File: config.mk
export PLATFORM = sky130hd
export DESIGN_NAME = pil_pwm
export DESIGN_NICKNAME = d
export VERILOG_FILES = /design/src/pil_pkg.sv /design/src/pil_sync_lock.sv /design/src/pil_pwm.sv
export SDC_FILE = /design/constraint.sdc
export NUM_CORES = 1
export LEC_CHECK = 0
export BUFFER_PORTS_ARGS = -buffer_cell sky130_fd_sc_hd__buf_2
export CORE_UTILIZATION = 40
export DETAILED_ROUTE_END_ITERATION = 10
export GPL_TIMING_DRIVEN = 0
export PLACE_DENSITY = 0.64
export SYNTH_ARGS = -nofsm -noshare
export SYNTH_HDL_FRONTEND = slang
export SYNTH_SLANG_ARGS = --single-unit
File: constraint.sdc
create_clock -name sys_clk -period 10.1 [get_ports sys_clk]
set_clock_uncertainty 0.15 [all_clocks]
set_input_delay 1.515 -clock sys_clk [delete_from_list [all_inputs] [get_ports sys_clk]]
set_output_delay 1.515 -clock sys_clk [all_outputs]
set_load 0.03 [all_outputs]
File: src/pil_pkg.sv
package pil_pkg;
  // System clock rate
  localparam int unsigned CLK_KHZ = 250000;
  // Switching frequencies
  localparam int unsigned FSW0_KHZ = 500;
  localparam int unsigned FSW1_KHZ = 750;
  localparam int unsigned FSW2_KHZ = 1000;
  // Counter widths
  localparam int PER_W = 10;
  localparam int MCNT_W = 12;
  // Whole and fractional part of each switching period
  localparam logic [PER_W-1:0] PER0 = PER_W'(CLK_KHZ / FSW0_KHZ);
  localparam logic [PER_W-1:0] PER1 = PER_W'(CLK_KHZ / FSW1_KHZ);
  localparam logic [PER_W-1:0] PER2 = PER_W'(CLK_KHZ / FSW2_KHZ);
  localparam logic [PER_W-1:0] REM0 = PER_W'(CLK_KHZ % FSW0_KHZ);
  localparam logic [PER_W-1:0] REM1 = PER_W'(CLK_KHZ % FSW1_KHZ);
  localparam logic [PER_W-1:0] REM2 = PER_W'(CLK_KHZ % FSW2_KHZ);
  localparam logic [PER_W-1:0] DEN0 = PER_W'(FSW0_KHZ);
  localparam logic [PER_W-1:0] DEN1 = PER_W'(FSW1_KHZ);
  localparam logic [PER_W-1:0] DEN2 = PER_W'(FSW2_KHZ);
  // Frequency codes
  localparam logic [2:0] FRQ_500 = 3'h0;
  localparam logic [2:0] FRQ_750 = 3'h1;
  localparam logic [2:0] FRQ_1000 = 3'h2;
  // Frequency and interleave register layout
  localparam int FRQ_MSB = 7;
  localparam int FRQ_LSB = 5;
  localparam int ILV_MSB = 4;
  localparam int ILV_LSB = 0;
  localparam logic [7:0] FP_RESET = 8'h00;
  // Duty cap register layout
  localparam int CAP_MSB = 7;
  localparam int CAP_LSB = 2;
  localparam int HI_BIT = 1;
  localparam int LO_BIT = 0;
  localparam logic [7:0] DC_RESET = 8'hE8;
  // Duty denominator and interleave steps per cycle
  localparam int unsigned DUTY_DEN = 192;
  localparam int ILV_SHIFT = 5;
  // Register select codes
  localparam logic REG_FREQ_PHASE = 1'b0;
  localparam logic REG_DUTY_CAP = 1'b1;
  // Master clock watch
  localparam int unsigned MASTER_KHZ = 250;
  localparam logic [MCNT_W-1:0] MASTER_CYC =
    MCNT_W'(CLK_KHZ / MASTER_KHZ);
  localparam logic [MCNT_W-1:0] MASTER_TOL = 12'h008;
  localparam logic [2:0] LOCK_EDGES = 3'h4;
  // Duty integrator: 6 integer bits, 8 fraction bits
  localparam int ACC_W = 14;
  localparam int ACC_FRAC = 8;
  localparam int GAIN_SHIFT = 2;
  localparam logic signed [7:0] WINDOW_LIM = 8'sh20;
  // Controller states
  typedef enum logic [1:0] {PIL_IDLE, PIL_WAIT_LOCK, PIL_RUN} pil_state_t;
endpackage

File: src/pil_sync_lock.sv
// Watches sync edges and reports lock to the master clock
module pil_sync_lock
  import pil_pkg::*;
(
  // Clock and reset
  input wire logic sys_clk,
  input wire logic rst,
  // Sync line
  input wire logic sync_line,
  // Status
  output logic sync_edge,
  output logic locked
);
  logic sync_q, sync_d;
  logic edge_q, edge_d;
  logic lock_q, lock_d;
  logic [MCNT_W-1:0] cnt_q, cnt_d;
  logic [2:0] good_q, good_d;
  logic in_tol;

  // Period check against the expected master period
  assign in_tol = (cnt_q + MCNT_W'(1) >= MASTER_CYC - MASTER_TOL) &&
                  (cnt_q + MCNT_W'(1) <= MASTER_CYC + MASTER_TOL);

  // Edge detection, period count and lock decision
  always_comb begin
    sync_d = sync_line;
    edge_d = sync_line & ~sync_q;
    cnt_d = cnt_q;
    good_d = good_q;
    lock_d = lock_q;
    if (edge_d) begin
      cnt_d = '0;
      if (in_tol) begin
        if (good_q != LOCK_EDGES) begin
          good_d = good_q + 3'h1;
        end
      end else begin
        good_d = '0;
      end
    end else if (cnt_q > MASTER_CYC + MASTER_TOL) begin
      good_d = '0; // Master clock missing
    end else begin
      cnt_d = cnt_q + MCNT_W'(1);
    end
    lock_d = (good_d == LOCK_EDGES);
  end

  always_ff @(posedge sys_clk or posedge rst) begin
    if (rst) begin
      sync_q <= 1'b0;
      edge_q <= 1'b0;
      lock_q <= 1'b0;
      cnt_q <= '0;
      good_q <= '0;
    end else begin
      sync_q <= sync_d;
      edge_q <= edge_d;
      lock_q <= lock_d;
      cnt_q <= cnt_d;
      good_q <= good_d;
    end
  end

  assign sync_edge = edge_q;
  assign locked = lock_q;
endmodule

File: src/pil_pwm.sv
// Interleaved PWM with duty cap and saturation feedforward
module pil_pwm
  import pil_pkg::*;
(
  // Clock and reset
  input wire logic sys_clk,
  input wire logic rst,
  // Link to the power manager
  input wire logic sync_line,
  // Converter control
  input wire logic load_converter,
  input wire logic phase_default_select_input,
  input wire logic [4:0] device_address,
  input wire logic signed [7:0] reg_error,
  // Register access
  input wire logic reg_wr,
  input wire logic reg_sel,
  input wire logic [7:0] reg_wdata,
  output logic [7:0] switch_frequency_phase,
  output logic [7:0] duty_cap_saturation_ctrl,
  // Outputs
  output logic pwm_out,
  output logic pll_locked
);
  logic sync_edge, locked;
  logic [7:0] fp_q, fp_d, dc_q, dc_d;
  logic strap_q, strap_d;
  pil_state_t st_q, st_d;
  logic [2:0] frq_q, frq_d;
  logic [4:0] ilv_q, ilv_d;
  logic [PER_W-1:0] pos_q, pos_d, per_q, per_d, off_q, off_d;
  logic [PER_W-1:0] acc_q, acc_d, duty_q, duty_d;
  logic [ACC_W-1:0] dacc_q, dacc_d;
  logic pwm_q, pwm_d, lk_q;
  logic [PER_W-1:0] base, rem, den, rel;
  logic [ACC_W-1:0] cap_acc;
  logic [ACC_W-1:0] dnext;
  logic [ACC_W:0] sum;
  logic [PER_W+5:0] dprod;
  logic [PER_W+4:0] oprod;
  logic wrap, hi_sat, lo_sat;

  pil_sync_lock u_lock (
    .sys_clk(sys_clk),
    .rst(rst),
    .sync_line(sync_line),
    .sync_edge(sync_edge),
    .locked(locked)
  );

  // Register file with frequency/phase write protection and reset strap
  always_comb begin
    fp_d = fp_q;
    dc_d = dc_q;
    strap_d = 1'b1;
    if (!strap_q) begin
      fp_d[ILV_MSB:ILV_LSB] = phase_default_select_input ?
                              device_address : 5'h00;
    end else if (reg_wr && reg_sel == REG_FREQ_PHASE &&
                 st_q == PIL_IDLE && !load_converter) begin
      fp_d[ILV_MSB:ILV_LSB] = reg_wdata[ILV_MSB:ILV_LSB];
      if (reg_wdata[FRQ_MSB:FRQ_LSB] == FRQ_500 ||
          reg_wdata[FRQ_MSB:FRQ_LSB] == FRQ_750 ||
          reg_wdata[FRQ_MSB:FRQ_LSB] == FRQ_1000) begin
        fp_d[FRQ_MSB:FRQ_LSB] = reg_wdata[FRQ_MSB:FRQ_LSB];
      end
    end else if (reg_wr && reg_sel == REG_DUTY_CAP) begin
      dc_d = reg_wdata;
    end
  end

  always_ff @(posedge sys_clk or posedge rst) begin
    if (rst) begin
      fp_q <= FP_RESET;
      dc_q <= DC_RESET;
      strap_q <= 1'b0;
    end else begin
      fp_q <= fp_d;
      dc_q <= dc_d;
      strap_q <= strap_d;
    end
  end

  // Period of the active frequency; own setting only
  always_comb begin
    unique case (frq_q)
      FRQ_750: begin
        base = PER1;
        rem = REM1;
        den = DEN1;
      end
      FRQ_1000: begin
        base = PER2;
        rem = REM2;
        den = DEN2;
      end
      default: begin
        base = PER0;
        rem = REM0;
        den = DEN0;
      end
    endcase
  end

  // Saturation window and duty products
  assign hi_sat = dc_q[HI_BIT] && reg_error > WINDOW_LIM;
  assign lo_sat = dc_q[LO_BIT] && reg_error < -WINDOW_LIM;
  assign cap_acc = ACC_W'({dc_q[CAP_MSB:CAP_LSB], 8'h00});
  assign dprod = (PER_W+6)'(dnext[ACC_W-1:ACC_FRAC]) * (PER_W+6)'(base);
  assign oprod = (PER_W+5)'(ilv_q) * (PER_W+5)'(base);
  assign wrap = (pos_q == per_q - PER_W'(1));
  assign sum = (ACC_W+1)'(dacc_q) +
               ((ACC_W+1)'(reg_error) <<< GAIN_SHIFT);

  // Next duty accumulator: jump on saturation, else integrate and clamp
  assign dnext = hi_sat ? cap_acc :
                 lo_sat ? {ACC_W{1'b0}} :
                 sum[ACC_W] ? (reg_error[7] ? {ACC_W{1'b0}} : cap_acc) :
                 (sum[ACC_W-1:0] > cap_acc) ? cap_acc :
                 sum[ACC_W-1:0];
  assign rel = (pos_q >= off_q) ? pos_q - off_q : pos_q + per_q - off_q;

  // Sequencing, divider, duty loop and PWM output
  always_comb begin
    st_d = st_q;
    frq_d = frq_q;
    ilv_d = ilv_q;
    pos_d = pos_q;
    per_d = per_q;
    acc_d = acc_q;
    off_d = off_q;
    dacc_d = dacc_q;
    duty_d = duty_q;
    pwm_d = 1'b0;
    unique case (st_q)
      PIL_IDLE: begin
        dacc_d = '0;
        duty_d = '0;
        if (load_converter) begin
          frq_d = fp_q[FRQ_MSB:FRQ_LSB];
          ilv_d = fp_q[ILV_MSB:ILV_LSB];
          st_d = PIL_WAIT_LOCK;
        end
      end
      PIL_WAIT_LOCK: begin
        off_d = PER_W'(oprod >> ILV_SHIFT);
        per_d = base;
        if (!load_converter) begin
          st_d = PIL_IDLE;
        end else if (locked && sync_edge) begin
          pos_d = '0;
          acc_d = rem;
          st_d = PIL_RUN;
        end
      end
      PIL_RUN: begin
        if (sync_edge) begin
          pos_d = '0;
          acc_d = rem; // Preload: long period ends on the sync edge
          per_d = base;
        end else if (wrap) begin
          pos_d = '0;
          // Fractional divider spreads the remainder
          if (acc_q + rem >= den) begin
            acc_d = acc_q + rem - den;
            per_d = base + PER_W'(1);
          end else begin
            acc_d = acc_q + rem;
            per_d = base;
          end
        end else begin
          pos_d = pos_q + PER_W'(1);
        end
        if (wrap || sync_edge) begin
          // New duty acts in the very next switching cycle
          dacc_d = dnext;
          duty_d = PER_W'(dprod / DUTY_DEN);
        end
        pwm_d = (rel < duty_q);
        if (!load_converter) begin
          st_d = PIL_IDLE;
          pwm_d = 1'b0;
        end else if (!locked) begin
          st_d = PIL_WAIT_LOCK;
          pwm_d = 1'b0;
        end
      end
      default: st_d = PIL_IDLE;
    endcase
  end

  always_ff @(posedge sys_clk or posedge rst) begin
    if (rst) begin
      st_q <= PIL_IDLE;
      frq_q <= FRQ_500;
      ilv_q <= '0;
      pos_q <= '0;
      per_q <= PER0;
      acc_q <= '0;
      off_q <= '0;
      dacc_q <= '0;
      duty_q <= '0;
      pwm_q <= 1'b0;
      lk_q <= 1'b0;
    end else begin
      st_q <= st_d;
      frq_q <= frq_d;
      ilv_q <= ilv_d;
      pos_q <= pos_d;
      per_q <= per_d;
      acc_q <= acc_d;
      off_q <= off_d;
      dacc_q <= dacc_d;
      duty_q <= duty_d;
      pwm_q <= pwm_d;
      lk_q <= locked;
    end
  end

  assign switch_frequency_phase = fp_q;
  assign duty_cap_saturation_ctrl = dc_q;
  assign pwm_out = pwm_q;
  assign pll_locked = lk_q;
endmodule

Yosys cells after proc, flatten, opt, wreduce, memory -nomap -nowiden
Cells that the tools add are included.
- bits in registers: 111
- input port bits: 28
- output and inout port bits: 18
- logic and storage cells: 135
- add/subtract/negate cells: 11
- multiply operators: 2
- divide/modulo/power cells: 1
- $lt $le $gt $ge: 9
- equal/unequal tests: 18
- multiplexer cells: 46
- bitwise logic cells: 4
- reductions and logical operators: 24
- operators by type and width (operator ; number):
    2-to-1 mux 10 bit ; 14
    one-hot mux 10 bit (2 select lines) ; 5
    2-to-1 mux 14 bit ; 6
    divider 16 x 8 -> 32 bit (second input constant) ; 1
    subtractor 10 bit ; 3
    one-hot mux 14 bit (2 select lines) ; 1
    2-to-1 mux 12 bit ; 2
    adder 10 x 1 -> 10 bit (second input constant) ; 2
    adder 10 bit ; 2
    greater-or-equal comparator 10 bit ; 2
    one-hot mux 9 bit (2 select lines) ; 1
    multiplier 6 x 10 -> 16 bit ; 1
    adder 14 x 15 -> 15 bit ; 1
    multiplier 5 x 10 -> 15 bit ; 1
    2-to-1 mux 5 bit ; 3
    > comparator 14 bit ; 1
    adder 12 x 1 -> 12 bit (second input constant) ; 1
    greater-or-equal comparator 12 x 10 -> 1 bit (second input constant) ; 1
    > comparator 12 x 10 -> 1 bit (second input constant) ; 1
    <= comparator 12 x 10 -> 1 bit (second input constant) ; 1
    2-to-1 mux 3 bit ; 4
    AND reduction 3 bit ; 4
    == test 10 bit ; 1
    < comparator 10 bit ; 1
    27 further kinds ; 55

Longest topological paths before layout
- depth in word-level cells: 10
- mapped depth: 52
- depth with buffers taken out: 51

Cells and area by module
A second synthesis with hierarchy kept.
- cells, all modules: 1292
- area total of the unflattened synthesis: 11135.7 µm²
- by module, submodules not included (module ; instances ; cells each ; area each (µm²)):
    pil_pwm ; 1 ; 1194 ; 10152.2
    pil_sync_lock ; 1 ; 98 ; 983.4

Worst setup path before layout
Ideal clock, no wire load.
- path type: input-to-reg
- start point: input reg_error[0]
- end point: register duty_q[0]
- setup time: 0.065 ns
- arrival time: 11.994 ns
- data required time: 9.885 ns
- path slack: -2.109 ns
- cell stages on the path: 49
- path buffers: 2
- path through: ha_1 -> inv_1 -> fa_1 -> nor2b_1 -> o21ai_0 -> a21oi_1 -> or2_2 -> o311ai_0 -> nand2b_1 -> nand3_1 -> nand2_1 -> xor2_1 -> ha_1 -> nand4_1 -> nor2_1 -> nand2_1 -> o41ai_2 -> nand2_1 -> (+13 left out) -> or3_1 -> and2_1 -> buf_4 -> inv_4 -> ha_1 -> a21o_1 -> a221o_1 -> and2_4 -> buf_6 -> mux2_4 -> mux2_2 -> or3_1 -> nand3_2 -> mux2_4 -> a221o_1 -> a211oi_2 -> nand3b_1 -> a22o_1
- word-level cells in the longest chain between the ends: 10
- RTL lines (item ; RTL line ; source):
    start: declaration ; pil_pwm.sv:14 ; input wire logic signed [7:0] reg_error,
    adder 14 x 15 -> 15 bit ; pil_pwm.sv:112 ; assign sum = (ACC_W+1)'(dacc_q) +
    > comparator 14 bit ; pil_pwm.sv:119 ; (sum[ACC_W-1:0] > cap_acc) ? cap_acc :
    2-to-1 mux 14 bit ; pil_pwm.sv:119 ;
    2-to-1 mux 14 bit ; pil_pwm.sv:118 ; sum[ACC_W] ? (reg_error[7] ? {ACC_W{1'b0}} : cap_acc) :
    2-to-1 mux 14 bit ; pil_pwm.sv:117 ; lo_sat ? {ACC_W{1'b0}} :
    2-to-1 mux 14 bit (*) ; pil_pwm.sv:116 ; assign dnext = hi_sat ? cap_acc :
    multiplier 6 x 10 -> 16 bit (*) ; pil_pwm.sv:109 ; assign dprod = (PER_W+6)'(dnext[ACC_W-1:ACC_FRAC]) * (PER_W+6)'(base);
    divider 16 x 8 -> 32 bit (*) ; pil_pwm.sv:177 ; duty_d = PER_W'(dprod / DUTY_DEN);
    2-to-1 mux 10 bit (*) ; pil_pwm.sv:174 ; if (wrap || sync_edge) begin
    one-hot mux 10 bit (2 select lines) (*) ; pil_pwm.sv:135 ; unique case (st_q)
    end signal: assignment ; pil_pwm.sv:214 ; duty_q <= duty_d;
    end: declaration ; pil_pwm.sv:32 ; logic [PER_W-1:0] acc_q, acc_d, duty_q, duty_d;
Every way passes the cells marked *; elsewhere a longest branch is shown, timed or not. The select of a mux whose other input is x is not followed.
A chain may end at the register's enable or synchronous reset.

Worst setup path after layout
Ends and elaborated chain as after synthesis.

==> impl_metrics.py <==
metrics = {
    "worst_setup_path": {
        "rr_worst_depth": 51,
        "startpoint": "reg_error[0]",
        "crit_path_frequent_cell": "inv_2",
        "cp_slowest_stage_delay_ps": 540,
        "cp-end-kind": "flop",
        "startpoint_type": "input pin",
        "cp.required_ps": 10260,
        "path_buf_inv": 10,
        "rr_startpoint": "dacc_q[3]",
        "path_class": "in -> reg",
        "arrival_ps": 11550,
        "r2r_setup_slack_ps": -510,
        "cp_top_family": "compound AO/OA/AOI/OAI gates",
        "path_max_fanout": 5,
        "r2r-end": "duty_q[0]",
        "critPathSlowestCell": "fa_1",
    },
    "synthesis": {
        "avgSynthCellArea_um2": 8.60,
        "synth_seq_area_share": 0.236,
        "ys_warn_count": 0,
        "synth_flop_cell": "dfrtp_1",
        "syn-num-nets": 1515,
        "ys_types": 84,
        "netlist_instances": 1302,
        "synth_enable_flop_cells": 0,
        "ys_ff_latch": 105,
        "syn_area_um2": 11200,
        "async_flop_share": 1.00,
    },
    "clock_tree": {
        "cts_made_buffers": 9,
        "path_clk_slew_ps": 80,
        "cts_tree": "built",
        "clk-insertion-delay-late_ps": 380,
        "clock_path_buffers": 2,
        "htree_levels": 3,
        "clock-root-buffer": "clkbuf_16",
        "cts_sinks": 105,
    },
    "global_routing": {
        "grt_pass1_wl_mm": 46.3,
        "grt_pass1_vias": 9339,
        "grtUsageTotal": 0.201,
        "global_route.peak_usage_layer": "met2",
        "antenna_found_initial": 0,
        "grtUsageMet1": 0.273,
        "gr-usage-met2": 0.337,
        "met3_usage": 0.0289,
        "grt_overflow_total": 0,
        "grt_max_degree": 66,
    },
    "floorplanning": {
        "core_area_um2": 27200,
        "die_w_um": 169,
        "placementRows": 60,
        "ios": 46,
        "start_util": 0.412,
        "die_h_um": 169,
        "die_area_um2": 28700,
    },
    "timing": {
        "setup_violations": 4,
        "fin_ws_ps": -1290,
        "rsz0062_at_grt": "yes",
        "tightest_slew_ps": 1000,
        "relSlewSlack": 0.331,
        "slew_violations": 0,
        "timing.hold.ws_ps": 334,
        "max_freq_mhz": 87.8,
        "timing.final.crit_share": 1.13,
        "hold_viol": 0,
        "period_needed_ps": 11390,
        "tns_ps": -3360,
    },
    "placed_design": {
        "hpwl_mm": 22.1,
        "portBuffers": 44,
        "gp_congestion": 0.879,
        "dp_cells": 1719,
    },
    "route": {
        "firstDrtPassIters": 5,
        "via_count": 9615,
        "drc": 0,
        "ant_nets": 0,
        "routed_via_density": 5.34,
        "wl_per_cell_um": 15.6,
        "drt_iter0_markers": 459,
        "wirelength_mm": 28.1,
    },
    "run_status": {
        "violations": "setup timing",
        "status": "finished, violations left",
    },
    "min_path": {
        "holdPathEnd": "duty_q[1]",
        "whs_path_depth": 2,
        "min-delay-path-class": "reg -> reg",
        "min-delay-start": "duty_q[1]",
    },
    "job": {
        "cap_viol_max_count": 0,
    },
    "finish": {
        "syn_to_final_growth_pct": 17.9,
        "nets": 1637,
        "instances_no_fill": 1801,
        "postLayoutCoreUtil": 0.486,
        "antenna_cells": 0,
        "drive_gt1_frac": 0.183,
    },
}
-- cell families (layout without fill, tap and decap cells) --
group | count (synthesis) | in the layout | share of synthesized area
compound gates | 304 | 304 | 0.178
mux | 36 | 36 | 0.0363
fa+ha+maj | 185 | 185 | 0.248
flops | 105 | 105 | 0.236
other cells | 1 | 1 | 0.000335
buf+inv | 204 | 331 | 0.0702
xor+xnor | 84 | 84 | 0.0657
simple gates | 383 | 383 | 0.166
-- cell usage after synthesis, types with 27 or more instances --
cell type,instances,area [µm²]
nor2b_1,33,206
xor2_1,34,298
a21oi_1,73,365
nor2_1,102,383
dfrtp_1,97,2430
clkbuf_1,27,101
o21ai_0,81,405
xnor2_1,50,438
fa_1,61,1220
inv_1,167,627
nand2_1,111,417
ha_1,124,1550
nand3_1,27,135
-- layout by cell type (no fill, tap or decap), drive strengths merged, types with 7 or more instances in the layout --
cell / n
ha: 124
a21oi: 73
nand3: 28
a22o: 12
nor2: 102
mux2: 28
nor2b: 33
clkbuf: 37
inv: 173
nand2b: 8
o31ai: 10
o21ai: 87
and2: 18
a211oi: 10
buf: 119
nand4: 14
fa: 61
nand2: 111
or2: 11
o21bai: 13
mux2i: 8
a31oi: 9
and3: 10
dfstp: 8
dfrtp: 97
xnor2: 50
a21o: 26
xor2: 34
nor3: 17
o311ai: 7
-- routing by layer --
layer,wire (µm),up-vias
met3,998,40
met2,13300,199
met4,528,0
met1,13200,4645
met5,0,-
li1,-,4731
-- through the flow --
step / worst slack [ps] / instance area, µm²
after global routing: -1690 / 13200
final: -1290 / 13200
after global placement: -2420 / 12100
after CTS: -1190 / 13100
after detailed placement: -2610 / 12200
after floorplan: -1300 / 11500
-- flip-flops by register name, indices dropped and copies added, names as in the netlist, 2 cells and up --
| name | flops |
|---|---|
| pos_q | 10 |
| acc_q | 9 |
| duty_q | 9 |
| duty_cap_saturation_ctrl | 8 |
| switch_frequency_phase | 8 |
| frq_q | 3 |
| st_q | 2 |
| ilv_q | 5 |
| u_lock.cnt_q | 12 |
| u_lock.good_q | 3 |
| per_q | 8 |
| dacc_q | 12 |
| off_q | 10 |
-- layout make-up --
type                            count  area [µm²]
Clock buffer                       10         229
Sequential cell                   105        2640
Inverter                          169         647
Fill cell                        2670       14000
Tap cell                          372         465
Timing Repair Buffer              113         797
Multi-Input combinational cell    993        8220
Clock inverter                      6        57.6
Buffer                             33         146
-- worst max path at each step --
| stage | to | slack (ps) | depth (start not counted) |
|---|---|---|---|
| 2_1_floorplan | duty_q[0] | -1300 | 50 |
| 3_3_place_gp | duty_q[0] | -2420 | 50 |
| 3_5_place_dp | duty_q[0] | -2610 | 50 |
| 4_1_cts | duty_q[0] | -1190 | 52 |
| 5_1_grt | duty_q[0] | -1690 | 52 |
| 6_report | duty_q[0] | -1290 | 51 |
-- worst min-delay path, delay by kind of cell (launching register included) --
family             cells  cell delay, ps
and+or+nand+nor        1              60
AOI/OAI and AO/OA      1              50
DFF                    1             350
-- repair_timing --
action | CTS | global route
pin swaps | 72 | 14
resized for setup | 40 | 21
setup endpoints to repair | 8 | 6
hold buffers | 0 | 0
buffers inserted | 65 | 10
Power is left out: the tool's default activity adds up to more than one toggle a clock period on the data nets, which glitch-free logic cannot reach.
